**src/pkg/tsg_pkg.sv**
```systemverilog
// constants and types for the time-share gate generator
package tsg_pkg;
  localparam int unsigned CLK_HZ          = 50_000_000;
  localparam int unsigned TICK_NS         = 1_000;
  localparam int unsigned CLK_PERIOD_NS   = 1_000_000_000 / CLK_HZ;
  localparam int unsigned TICK_CYCLES     = (TICK_NS + CLK_PERIOD_NS - 1) / CLK_PERIOD_NS;
  localparam int unsigned SHARE_US        = 250;
  localparam int unsigned BLANK_US        = 375;
  localparam int unsigned CURSOR_RISE_US  = 125;
  localparam int unsigned TICK_US         = TICK_NS / 1_000;
  localparam int unsigned SHARE_TICKS     = SHARE_US / TICK_US;
  localparam int unsigned BLANK_TICKS     = BLANK_US / TICK_US;
  localparam int unsigned RISE_TICKS      = CURSOR_RISE_US / TICK_US;
  localparam int unsigned IN_PPS          = 360;
  localparam int unsigned OUT_PPS         = 20;
  localparam int unsigned DIVIDE_NOMINAL  = IN_PPS / OUT_PPS;
  localparam int unsigned RATE_W          = 5;
  localparam int unsigned RAMP_W          = 10;
  localparam int unsigned CURSOR_W        = 8;
  localparam logic [RATE_W-1:0] RATE_NOMINAL = 5'h12;
  localparam logic [CURSOR_W-1:0] CURSOR_IDLE = 8'h00;
  localparam logic [CURSOR_W-1:0] CURSOR_TOP  = 8'hFF;
  localparam logic [CURSOR_W-1:0] CURSOR_STEP = 8'h40;
  typedef enum logic [1:0] {
    ST_IDLE  = 2'b00,
    ST_SHARE = 2'b01,
    ST_TAIL  = 2'b10
  } gate_state_t;
endpackage

```
**src/verilog/tsg_tick.sv**
```systemverilog
// timebase divider producing a one-cycle tick enable
`timescale 1ns/1ps
`default_nettype none
module tsg_tick
  import tsg_pkg::*;
#(
  parameter int unsigned CYCLES = TICK_CYCLES
) (
  // clock and reset
  input  wire logic core_clk,
  input  wire logic sys_rst,
  // timebase
  input  wire logic run,
  output var  logic tick
);
  logic [15:0] count;

  // restarts with each cycle so the first tick is exactly one period after start
  always_ff @(posedge core_clk) begin
    if (sys_rst || !run) begin
      count <= 16'h0000;
      tick  <= 1'b0;
    end else if (count == 16'(CYCLES - 1)) begin
      count <= 16'h0000;
      tick  <= 1'b1;
    end else begin
      count <= count + 16'h0001;
      tick  <= 1'b0;
    end
  end
endmodule // tsg_tick
`default_nettype wire

```
**src/verilog/time_share_gate_generator.sv**
```systemverilog
// time-share gate, video blanking and cursor intensity generator
//
// Behaviour
// - leading (falling) edge of incoming negative gate becomes one trigger event
// - divide input triggers by eighteen, 360 pps in to 20 pps out
// - rate setting adjusts division; larger setting gives faster output rate
// - each output trigger starts time-share and blanking gates together
// - positive and complementary negative time-share gates last 250 us
// - time-share gate ends only at its ramp threshold
// - both time-share gates go to range and height sweep drivers
// - video blanking gate ends 375 us after its trigger
// - blanking ends 125 us after time-share gates end
// - one ramp ends both gates at thresholds in ratio 1 to 1.5
// - blanking suppresses video while cursor intensity output is supplied
// - cursor waveform and ramp start on blanking leading edge
// - cursor rises to upper limit at 125 us, holds until share end
// - at share end cursor steps to lower level until ramp ends
// - cursor waveform lasts 375 us and ends with blanking
// - at blanking end ramp resets at once, cursor returns to idle
`timescale 1ns/1ps
`default_nettype none
module time_share_gate_generator
  import tsg_pkg::*;
#(
  parameter int unsigned TICK_CLK     = TICK_CYCLES,
  parameter int unsigned SHARE_LIMIT  = SHARE_TICKS,
  parameter int unsigned RISE_LIMIT   = RISE_TICKS,
  parameter int unsigned DIVIDE_BASE  = 2 * DIVIDE_NOMINAL
) (
  // clock and reset
  input  wire logic                core_clk,
  input  wire logic                sys_rst,
  // upstream gate, active low
  input  wire logic                radar_gate_n,
  // divider control
  input  wire logic [RATE_W-1:0]   output_rate_setting,
  // range sweep driver
  output var  logic                range_share_pos,
  output var  logic                range_share_neg,
  // height sweep driver
  output var  logic                height_share_pos,
  output var  logic                height_share_neg,
  // video amplifier
  output var  logic                video_blank,
  output var  logic [CURSOR_W-1:0] cursor_level,
  // status
  output var  logic                out_trigger
);
  // ramp thresholds: time-share at full count, blanking half as far again
  // so the two gate lengths keep their ratio whatever the tick period
  localparam logic [RAMP_W-1:0] SHARE_END = RAMP_W'(SHARE_LIMIT);
  localparam logic [RAMP_W-1:0] BLANK_END = RAMP_W'((SHARE_LIMIT * 3) / 2);
  localparam logic [RAMP_W-1:0] RISE_END  = RAMP_W'(RISE_LIMIT);
  localparam logic [RATE_W:0]   SPAN_MIN  = (RATE_W+1)'(1);
  localparam logic [RATE_W:0]   COUNT_ONE = (RATE_W+1)'(1);
  localparam logic [RAMP_W-1:0] RAMP_ONE  = RAMP_W'(1);

  gate_state_t         state;
  gate_state_t         next_state;
  logic                gate_prev;
  logic                gate_fall;
  logic                in_trigger;
  logic [RATE_W:0]     divide_count;
  logic [RATE_W:0]     next_divide_count;
  logic [RATE_W:0]     divide_span;
  logic                div_hit;
  logic                fire;
  logic                accepted;
  logic [RAMP_W-1:0]   ramp;
  logic [RAMP_W-1:0]   next_ramp;
  logic [RAMP_W-1:0]   ramp_ahead;
  logic                tick;
  logic                share_done;
  logic                blank_done;
  logic                share_gate;
  logic                blank_gate;
  logic [CURSOR_W-1:0] next_cursor;

  // the divider span shrinks as the setting rises, so output rate climbs;
  // settings at or past the base clamp to the shortest span
  function automatic logic [RATE_W:0] span_of(input logic [RATE_W-1:0] setting);
    logic [RATE_W+1:0] diff;
    diff = (RATE_W+2)'(DIVIDE_BASE) - {2'b00, setting};
    if (diff[RATE_W+1] || diff == '0) begin
      span_of = SPAN_MIN;
    end else begin
      span_of = diff[RATE_W:0];
    end
  endfunction

  // gate-cycle decodes shared by several outputs
  function automatic logic is_share(input gate_state_t st);
    is_share = (st == ST_SHARE);
  endfunction

  function automatic logic is_busy(input gate_state_t st);
    is_busy = (st != ST_IDLE);
  endfunction

  function automatic logic is_tail(input gate_state_t st);
    is_tail = (st == ST_TAIL);
  endfunction

  // rise scaled so the top is met at the rise threshold, clamped above it
  function automatic logic [CURSOR_W-1:0] rise_level(input logic [RAMP_W-1:0] count);
    logic [31:0] scaled;
    scaled = (32'(count) * 32'(CURSOR_TOP)) / RISE_LIMIT;
    if (count >= RISE_END || scaled > 32'(CURSOR_TOP)) begin
      rise_level = CURSOR_TOP;
    end else begin
      rise_level = CURSOR_W'(scaled);
    end
  endfunction

  // span registered so a setting change lands on a clean clock edge
  always_ff @(posedge core_clk) begin
    if (sys_rst) begin
      divide_span <= span_of(RATE_NOMINAL);
    end else begin
      divide_span <= span_of(output_rate_setting);
    end
  end

  // idle level of the pin after reset, so reset release makes no false edge
  always_ff @(posedge core_clk) begin
    if (sys_rst) begin
      gate_prev <= 1'b1;
    end else begin
      gate_prev <= radar_gate_n;
    end
  end

  assign gate_fall = gate_prev & ~radar_gate_n;

  // one trigger per falling edge of the incoming gate
  always_ff @(posedge core_clk) begin
    if (sys_rst) begin
      in_trigger <= 1'b0;
    end else begin
      in_trigger <= gate_fall;
    end
  end

  // terminal count of the divider on this input trigger
  always_comb begin
    div_hit           = 1'b0;
    next_divide_count = divide_count;
    if (in_trigger) begin
      if (divide_count + COUNT_ONE >= divide_span) begin
        div_hit           = 1'b1;
        next_divide_count = '0;
      end else begin
        next_divide_count = divide_count + COUNT_ONE;
      end
    end
  end

  // keeps counting during a gate cycle so the output phase stays
  // locked to the input train; refused fires still restart the count
  always_ff @(posedge core_clk) begin
    if (sys_rst) begin
      divide_count <= '0;
    end else begin
      divide_count <= next_divide_count;
    end
  end

  always_ff @(posedge core_clk) begin
    if (sys_rst) begin
      fire <= 1'b0;
    end else begin
      fire <= div_hit;
    end
  end

  // a fire only starts a cycle while no gate cycle is running
  assign accepted = fire && !is_busy(state);

  // timebase runs only inside a gate cycle, so each cycle starts on a clean
  // phase; the first tick lands one full period after the trigger
  tsg_tick #(
    .CYCLES (TICK_CLK)
  ) tsg_tick_i (
    .core_clk (core_clk),
    .sys_rst  (sys_rst),
    .run      (is_busy(state)),
    .tick     (tick)
  );

  assign ramp_ahead = ramp + RAMP_ONE;

  // the shared ramp, counted in timebase ticks; it clears in the cycle
  // blanking ends, so a following cycle always starts from zero
  always_comb begin
    next_ramp = ramp;
    if (state == ST_IDLE || blank_done) begin
      next_ramp = '0;
    end else if (tick) begin
      next_ramp = ramp_ahead;
    end
  end

  always_ff @(posedge core_clk) begin
    if (sys_rst) begin
      ramp <= '0;
    end else begin
      ramp <= next_ramp;
    end
  end

  // both gates end where the one ramp crosses their thresholds
  always_comb begin
    share_done = 1'b0;
    blank_done = 1'b0;
    if (tick) begin
      share_done = (ramp_ahead == SHARE_END);
      blank_done = (ramp_ahead == BLANK_END);
    end
  end

  // only the ramp thresholds end a gate; triggers seen mid-cycle
  // never reach this logic
  always_comb begin
    next_state = state;
    unique case (state)
      ST_IDLE: begin
        if (accepted) begin
          next_state = ST_SHARE;
        end
      end
      ST_SHARE: begin
        if (share_done) begin
          next_state = ST_TAIL;
        end
      end
      ST_TAIL: begin
        if (blank_done) begin
          next_state = ST_IDLE;
        end
      end
      default: begin
        next_state = ST_IDLE;
      end
    endcase
  end

  // fires arriving outside idle are dropped by the accepted gate
  always_ff @(posedge core_clk) begin
    if (sys_rst) begin
      state <= ST_IDLE;
    end else begin
      state <= next_state;
    end
  end

  // gate levels for the cycle about to start, shared by the output flops
  always_comb begin
    share_gate = is_share(next_state);
    blank_gate = is_busy(next_state);
  end

  // range sweep driver, positive gate
  always_ff @(posedge core_clk) begin
    if (sys_rst) begin
      range_share_pos <= 1'b0;
    end else begin
      range_share_pos <= share_gate;
    end
  end

  // range sweep driver, complementary gate
  always_ff @(posedge core_clk) begin
    if (sys_rst) begin
      range_share_neg <= 1'b1;
    end else begin
      range_share_neg <= !share_gate;
    end
  end

  // height sweep driver, positive gate
  always_ff @(posedge core_clk) begin
    if (sys_rst) begin
      height_share_pos <= 1'b0;
    end else begin
      height_share_pos <= share_gate;
    end
  end

  // height sweep driver, complementary gate
  always_ff @(posedge core_clk) begin
    if (sys_rst) begin
      height_share_neg <= 1'b1;
    end else begin
      height_share_neg <= !share_gate;
    end
  end

  // blanking gate to video amplifier
  always_ff @(posedge core_clk) begin
    if (sys_rst) begin
      video_blank <= 1'b0;
    end else begin
      video_blank <= blank_gate;
    end
  end

  // cursor intensity: linear rise, clamp at top, step down at share end
  always_comb begin
    next_cursor = cursor_level;
    if (next_state == ST_IDLE) begin
      next_cursor = CURSOR_IDLE;
    end else if (is_tail(next_state)) begin
      next_cursor = CURSOR_STEP;
    end else if (state == ST_IDLE) begin
      next_cursor = CURSOR_IDLE;
    end else if (tick) begin
      next_cursor = rise_level(ramp_ahead);
    end
  end

  always_ff @(posedge core_clk) begin
    if (sys_rst) begin
      cursor_level <= CURSOR_IDLE;
    end else begin
      cursor_level <= next_cursor;
    end
  end

  // status pulse only for a divided trigger that starts a gate cycle
  always_ff @(posedge core_clk) begin
    if (sys_rst) begin
      out_trigger <= 1'b0;
    end else begin
      out_trigger <= accepted;
    end
  end
endmodule // time_share_gate_generator
`default_nettype wire

```
**config.mk**
```make
export PLATFORM = sky130hd
export DESIGN_NAME = time_share_gate_generator
export DESIGN_NICKNAME = d
export VERILOG_FILES = /design/src/pkg/tsg_pkg.sv /design/src/verilog/tsg_tick.sv /design/src/verilog/time_share_gate_generator.sv
export SDC_FILE = /design/constraint.sdc
export NUM_CORES = 1
export LEC_CHECK = 0
export BUFFER_PORTS_ARGS = -buffer_cell sky130_fd_sc_hd__buf_4
export CAP_MARGIN = 20
export CORE_UTILIZATION = 48
export DETAILED_ROUTE_END_ITERATION = 10
export GPL_TIMING_DRIVEN = 0
export RECOVER_POWER = 50
export SYNTH_ARGS = -nofsm -noshare
export SYNTH_HDL_FRONTEND = slang
export SYNTH_HIERARCHICAL = 1
export SYNTH_SLANG_ARGS = --single-unit
export TNS_END_PERCENT = 5
```
**constraint.sdc**
```tcl
create_clock -name core_clk -period 17.2 [get_ports core_clk]
set_input_delay 0 -clock core_clk [delete_from_list [all_inputs] [get_ports core_clk]]
set_output_delay 0 -clock core_clk [all_outputs]
set_load 0.05 [all_outputs]
```
==> qor.txt <==
================================================================================
Antenna diode count ...............................................            0
Highest clock rate ................................................   0.0682 GHz
H-tree lvl count ..................................................            2
Type of the most critical hold path ............................... primary input to register
Synth Instances ...................................................         1017
Data arrival time at the worst-slack endpoint .....................     14.84 ns
Leading register cell type out of synthesis ....................... sky130_fd_sc_hd__dfxtp_1
WP data required ..................................................     17.37 ns
Final critical path time including I/O delays and setup ...........     14.67 ns
Clock network power share .........................................        45.1%
Antenna-violating nets left .......................................            0
Average detailed-routed wire length per instance ..................      15.0 um
Initial detailed-routing violation count ..........................          531
Total of warnings raised by yosys .................................            6
Cell area after technology mapping ................................ 0.00820 sq mm
Critical setup path kind .......................................... register to register
Final Worst Setup Slack ...........................................      2.53 ns
Area growth from synthesis to layout ..............................        7.48%
Final worst path period share .....................................        85.3%
Unrepaired setup endpoints after global routing ...................        false
Max-capacitance violation count ...................................            0
P_leak ............................................................      3.65 nW
Relative max-transition margin ....................................        37.0%
Largest voltage drop on the vdd net ...............................      45.1 uV
Type of destination of the critical path ..........................     register
Ys async rst share ................................................           0%
Pins over their slew limit ........................................            0
Avg Vias per Cell .................................................         5.82
NetSw .............................................................    0.0532 mW
Fraction of the yosys area taken by sequential cells ..............        13.7%
Final WL ..........................................................     19100 um
Final clock skew ..................................................   0.00520 ns
Reg power frac ....................................................        50.9%
Post-CTS sizing ...................................................            0
Hold Fails Final Rpt ..............................................            0
Combinational share of power ......................................         4.0%
Bufs on Longest Clock Path ........................................            2
Post-synth EDFFs ..................................................            0
Slack of the worst reg-to-reg path ................................      2.53 ns
Slowest-stage cell, CP ............................................ sky130_fd_sc_hd__xor2_1
Combined area of the multi-input logic cells ...................... 0.00657 sq mm
Root Driver ....................................................... sky130_fd_sc_hd__clkbuf_16
Die ar. ........................................................... 0.0176 sq mm
# setup viols final ...............................................            0
Register cell area after layout ................................... 0.00112 sq mm
Startpoint kind of the worst setup timing path ....................     register
Total power .......................................................     0.259 mW
Input/output buffers ..............................................           21
Number of DRC violations after detailed routing ...................            0
Placeable core area ............................................... 0.0166 sq mm
Sw frac ...........................................................        20.6%
Result of the run .................................................    completed
Total negative setup slack ........................................         0 ns
Number of antenna violations at the first check in global routing .            0
Tot GR Track Use ..................................................        21.9%
Reg clk slew, reported paths ......................................      0.07 ns
TritonCTS clock tree ..............................................        built
IO Pins ...........................................................           22
Sum of net half-perimeters after detailed placement ...............     15100 um
Number of storage elements in the synthesis netlist ...............           56
Least-Margin Pin Slew .............................................     0.943 ns
Clk_lat worst skew ................................................      0.30 ns
Chip Height .......................................................       133 um
Internal power consumption ........................................     0.206 mW
Pin count of the biggest net entering global routing ..............           18
Fillcell total ....................................................         1625
Initial cell density of the core ..................................        49.2%
Largest fanout of any net on the critical path ....................           10
RD Place Congestion ...............................................        0.839
Total number of nets in the final design ..........................         1154
Wire length of the first global-routing pass ......................     32700 um
Yosys cell types ..................................................          120
TritonCTS sink count ..............................................           56
Number of global-route vias before repair .........................         6725
Ratio of total power to cell area ................................. 29.4 mW/mm^2
Buffers inserted during post-CTS setup optimization ...............            0
Final Hold Slack ..................................................    0.0890 ns
Pre-antenna DRT Iters .............................................            5
Site row count ....................................................           47
Total vias in the final route .....................................         7415
Fraction of layout cells with a size suffix above 1 ...............        12.0%
DIE WIDTH .........................................................       133 um
Average cell area after synthesis .................................   8.06 sq um
Critical Path Max Stage Delay .....................................      0.73 ns
Pre-CTS setup slack ...............................................      2.75 ns
Global route overflow .............................................            0
Number of buffers inserted during clock tree synthesis ............            5
Post-Syn Nets .....................................................         1119
================================================================================
## final timing paths
kind	from	endpoint	cells past startpoint
worst max-delay path	ramp[0]	cursor_level[0]	51
worst max register to register	ramp[0]	cursor_level[0]	51
worst min-delay path	output_rate_setting[1]	divide_span[1]	4
worst min register to register	gate_prev	in_trigger	2
## cells by family after synthesis
family / count (synthesis) / synth area share [%]
multiplexers: 20 / 2.95
buffers and inverters: 120 / 6.15
XOR/XNOR: 92 / 10.3
AND/OR/NAND/NOR: 351 / 22.8
AO/OA/AOI/OAI: 280 / 27.3
flip-flops: 56 / 13.7
adder cells (fa/ha/maj): 98 / 16.9
## critical path: cells and delay by family (launching register included)
family	cells	cell delay (ns)
AOI/OAI and AO/OA	20	4.90
xor gates and xnor gates	3	1.52
adders and majority gates	8	3.04
buffers and inverters	6	0.57
DFF	1	0.52
muxes	2	0.58
and+or+nand+nor	12	3.38
## cells in the mapped netlist (8+ instances only)
master	instances	area [sq um]
sky130_fd_sc_hd__nand2_1	76	285
sky130_fd_sc_hd__mux2i_1	10	100
sky130_fd_sc_hd__xor2_1	32	280
sky130_fd_sc_hd__o21ai_1	8	40.0
sky130_fd_sc_hd__and2_1	8	50.1
sky130_fd_sc_hd__nand4_1	15	93.8
sky130_fd_sc_hd__ha_1	72	901
sky130_fd_sc_hd__buf_2	10	50.1
sky130_fd_sc_hd__dfxtp_1	56	1120
sky130_fd_sc_hd__o21ai_0	36	180
sky130_fd_sc_hd__nor4_1	10	62.6
sky130_fd_sc_hd__nand2b_1	13	81.3
sky130_fd_sc_hd__xnor2_1	55	482
sky130_fd_sc_hd__o211ai_1	11	82.6
sky130_fd_sc_hd__or2_2	11	68.8
sky130_fd_sc_hd__and3_1	14	87.6
sky130_fd_sc_hd__a21o_1	19	143
sky130_fd_sc_hd__nand3_1	41	205
sky130_fd_sc_hd__a21oi_1	62	310
sky130_fd_sc_hd__nor2_1	78	293
sky130_fd_sc_hd__inv_1	87	327
sky130_fd_sc_hd__clkbuf_1	9	33.8
sky130_fd_sc_hd__nor3_1	30	150
sky130_fd_sc_hd__fa_1	22	440
sky130_fd_sc_hd__a31oi_1	15	93.8
## cells in the final DEF, fill, tap and decap left out, types with 7 or more instances in the layout
| cell | Yosys | routed |
|---|---|---|
| sky130_fd_sc_hd__and3_1 | 14 | 14 |
| sky130_fd_sc_hd__nand2b_1 | 13 | 13 |
| sky130_fd_sc_hd__nand2_1 | 76 | 76 |
| sky130_fd_sc_hd__xor2_1 | 32 | 32 |
| sky130_fd_sc_hd__inv_1 | 87 | 87 |
| sky130_fd_sc_hd__or2_2 | 11 | 11 |
| sky130_fd_sc_hd__a31oi_1 | 15 | 15 |
| sky130_fd_sc_hd__nand4_1 | 15 | 15 |
| sky130_fd_sc_hd__buf_2 | 10 | 10 |
| sky130_fd_sc_hd__dfxtp_1 | 56 | 56 |
| sky130_fd_sc_hd__buf_4 | 5 | 9 |
| sky130_fd_sc_hd__ha_1 | 72 | 72 |
| sky130_fd_sc_hd__a21o_1 | 19 | 19 |
| sky130_fd_sc_hd__o21ai_1 | 8 | 8 |
| sky130_fd_sc_hd__dlygate4sd3_1 | 0 | 7 |
| sky130_fd_sc_hd__o211ai_1 | 11 | 11 |
| sky130_fd_sc_hd__clkbuf_1 | 9 | 27 |
| sky130_fd_sc_hd__xnor2_1 | 55 | 55 |
| sky130_fd_sc_hd__a21oi_1 | 62 | 62 |
| sky130_fd_sc_hd__o21ai_0 | 36 | 36 |
| sky130_fd_sc_hd__and2_1 | 8 | 8 |
| sky130_fd_sc_hd__nor3_1 | 30 | 30 |
| sky130_fd_sc_hd__nand3_1 | 41 | 41 |
| sky130_fd_sc_hd__nor2_1 | 78 | 78 |
| sky130_fd_sc_hd__a22oi_1 | 7 | 7 |
| sky130_fd_sc_hd__fa_1 | 22 | 22 |
| sky130_fd_sc_hd__nor4_1 | 10 | 10 |
| sky130_fd_sc_hd__mux2i_1 | 10 | 10 |
## area by class of cell
class                      count  area share, %
buffer                        31           1.89
clock buffer                   6           1.46
clock inverter                 2          0.440
inverter                      89           3.79
multi-input combinational    841           74.6
sequential                    56           12.7
tap                          220           3.12
timing repair buffer          28           1.95
## sequential cells by signal (all words and copies together), names as in the netlist
name	cells
cursor_level	8
divide_count	6
divide_span	6
fire	1
gate_prev	1
height_share_neg	1
height_share_pos	1
in_trigger	1
out_trigger	1
ramp	10
state	2
tsg_tick_i/count	16
tsg_tick_i/tick	1
video_blank	1
## power by group through the flow
stage / Combinational [mW] / Clock (mW) / Sequential, mW
final: 0.0104 / 0.117 / 0.132
after global routing: 0.0119 / 0.126 / 0.132
after CTS: 0.0107 / 0.120 / 0.132
after detailed placement: 0.00949 / 0 / 0.135
after global placement: 0.00939 / 0 / 0.135
after floorplan: 0.00609 / 0 / 0.135
## stage by stage
stage | std cells | instance area (sq um) | util (%)
floorplan | 1017 | 8200 | -
global placement | 1258 | 8630 | 51.8
detailed placement | 1258 | 8630 | 51.9
CTS | 1273 | 8870 | 53.3
global route | 1273 | 8810 | 52.9
finish | 1273 | 8810 | 52.9
## timing repair
item | CTS | global route
hold buffers | 7 | 0
setup endpoints to repair | 0 | 0
hold endpoints to repair | 8 | 0
## layer usage
metal  vias to the layer above  wire (um)  global-route usage (%)
li1                       3776          -                       -
met1                      3529      10100                    33.1
met2                       103       8420                    34.0
met3                         7        509                    2.26
met4                         0         72                    2.81
met5                         -          0                       0
Power figures use the tool's default switching activity.
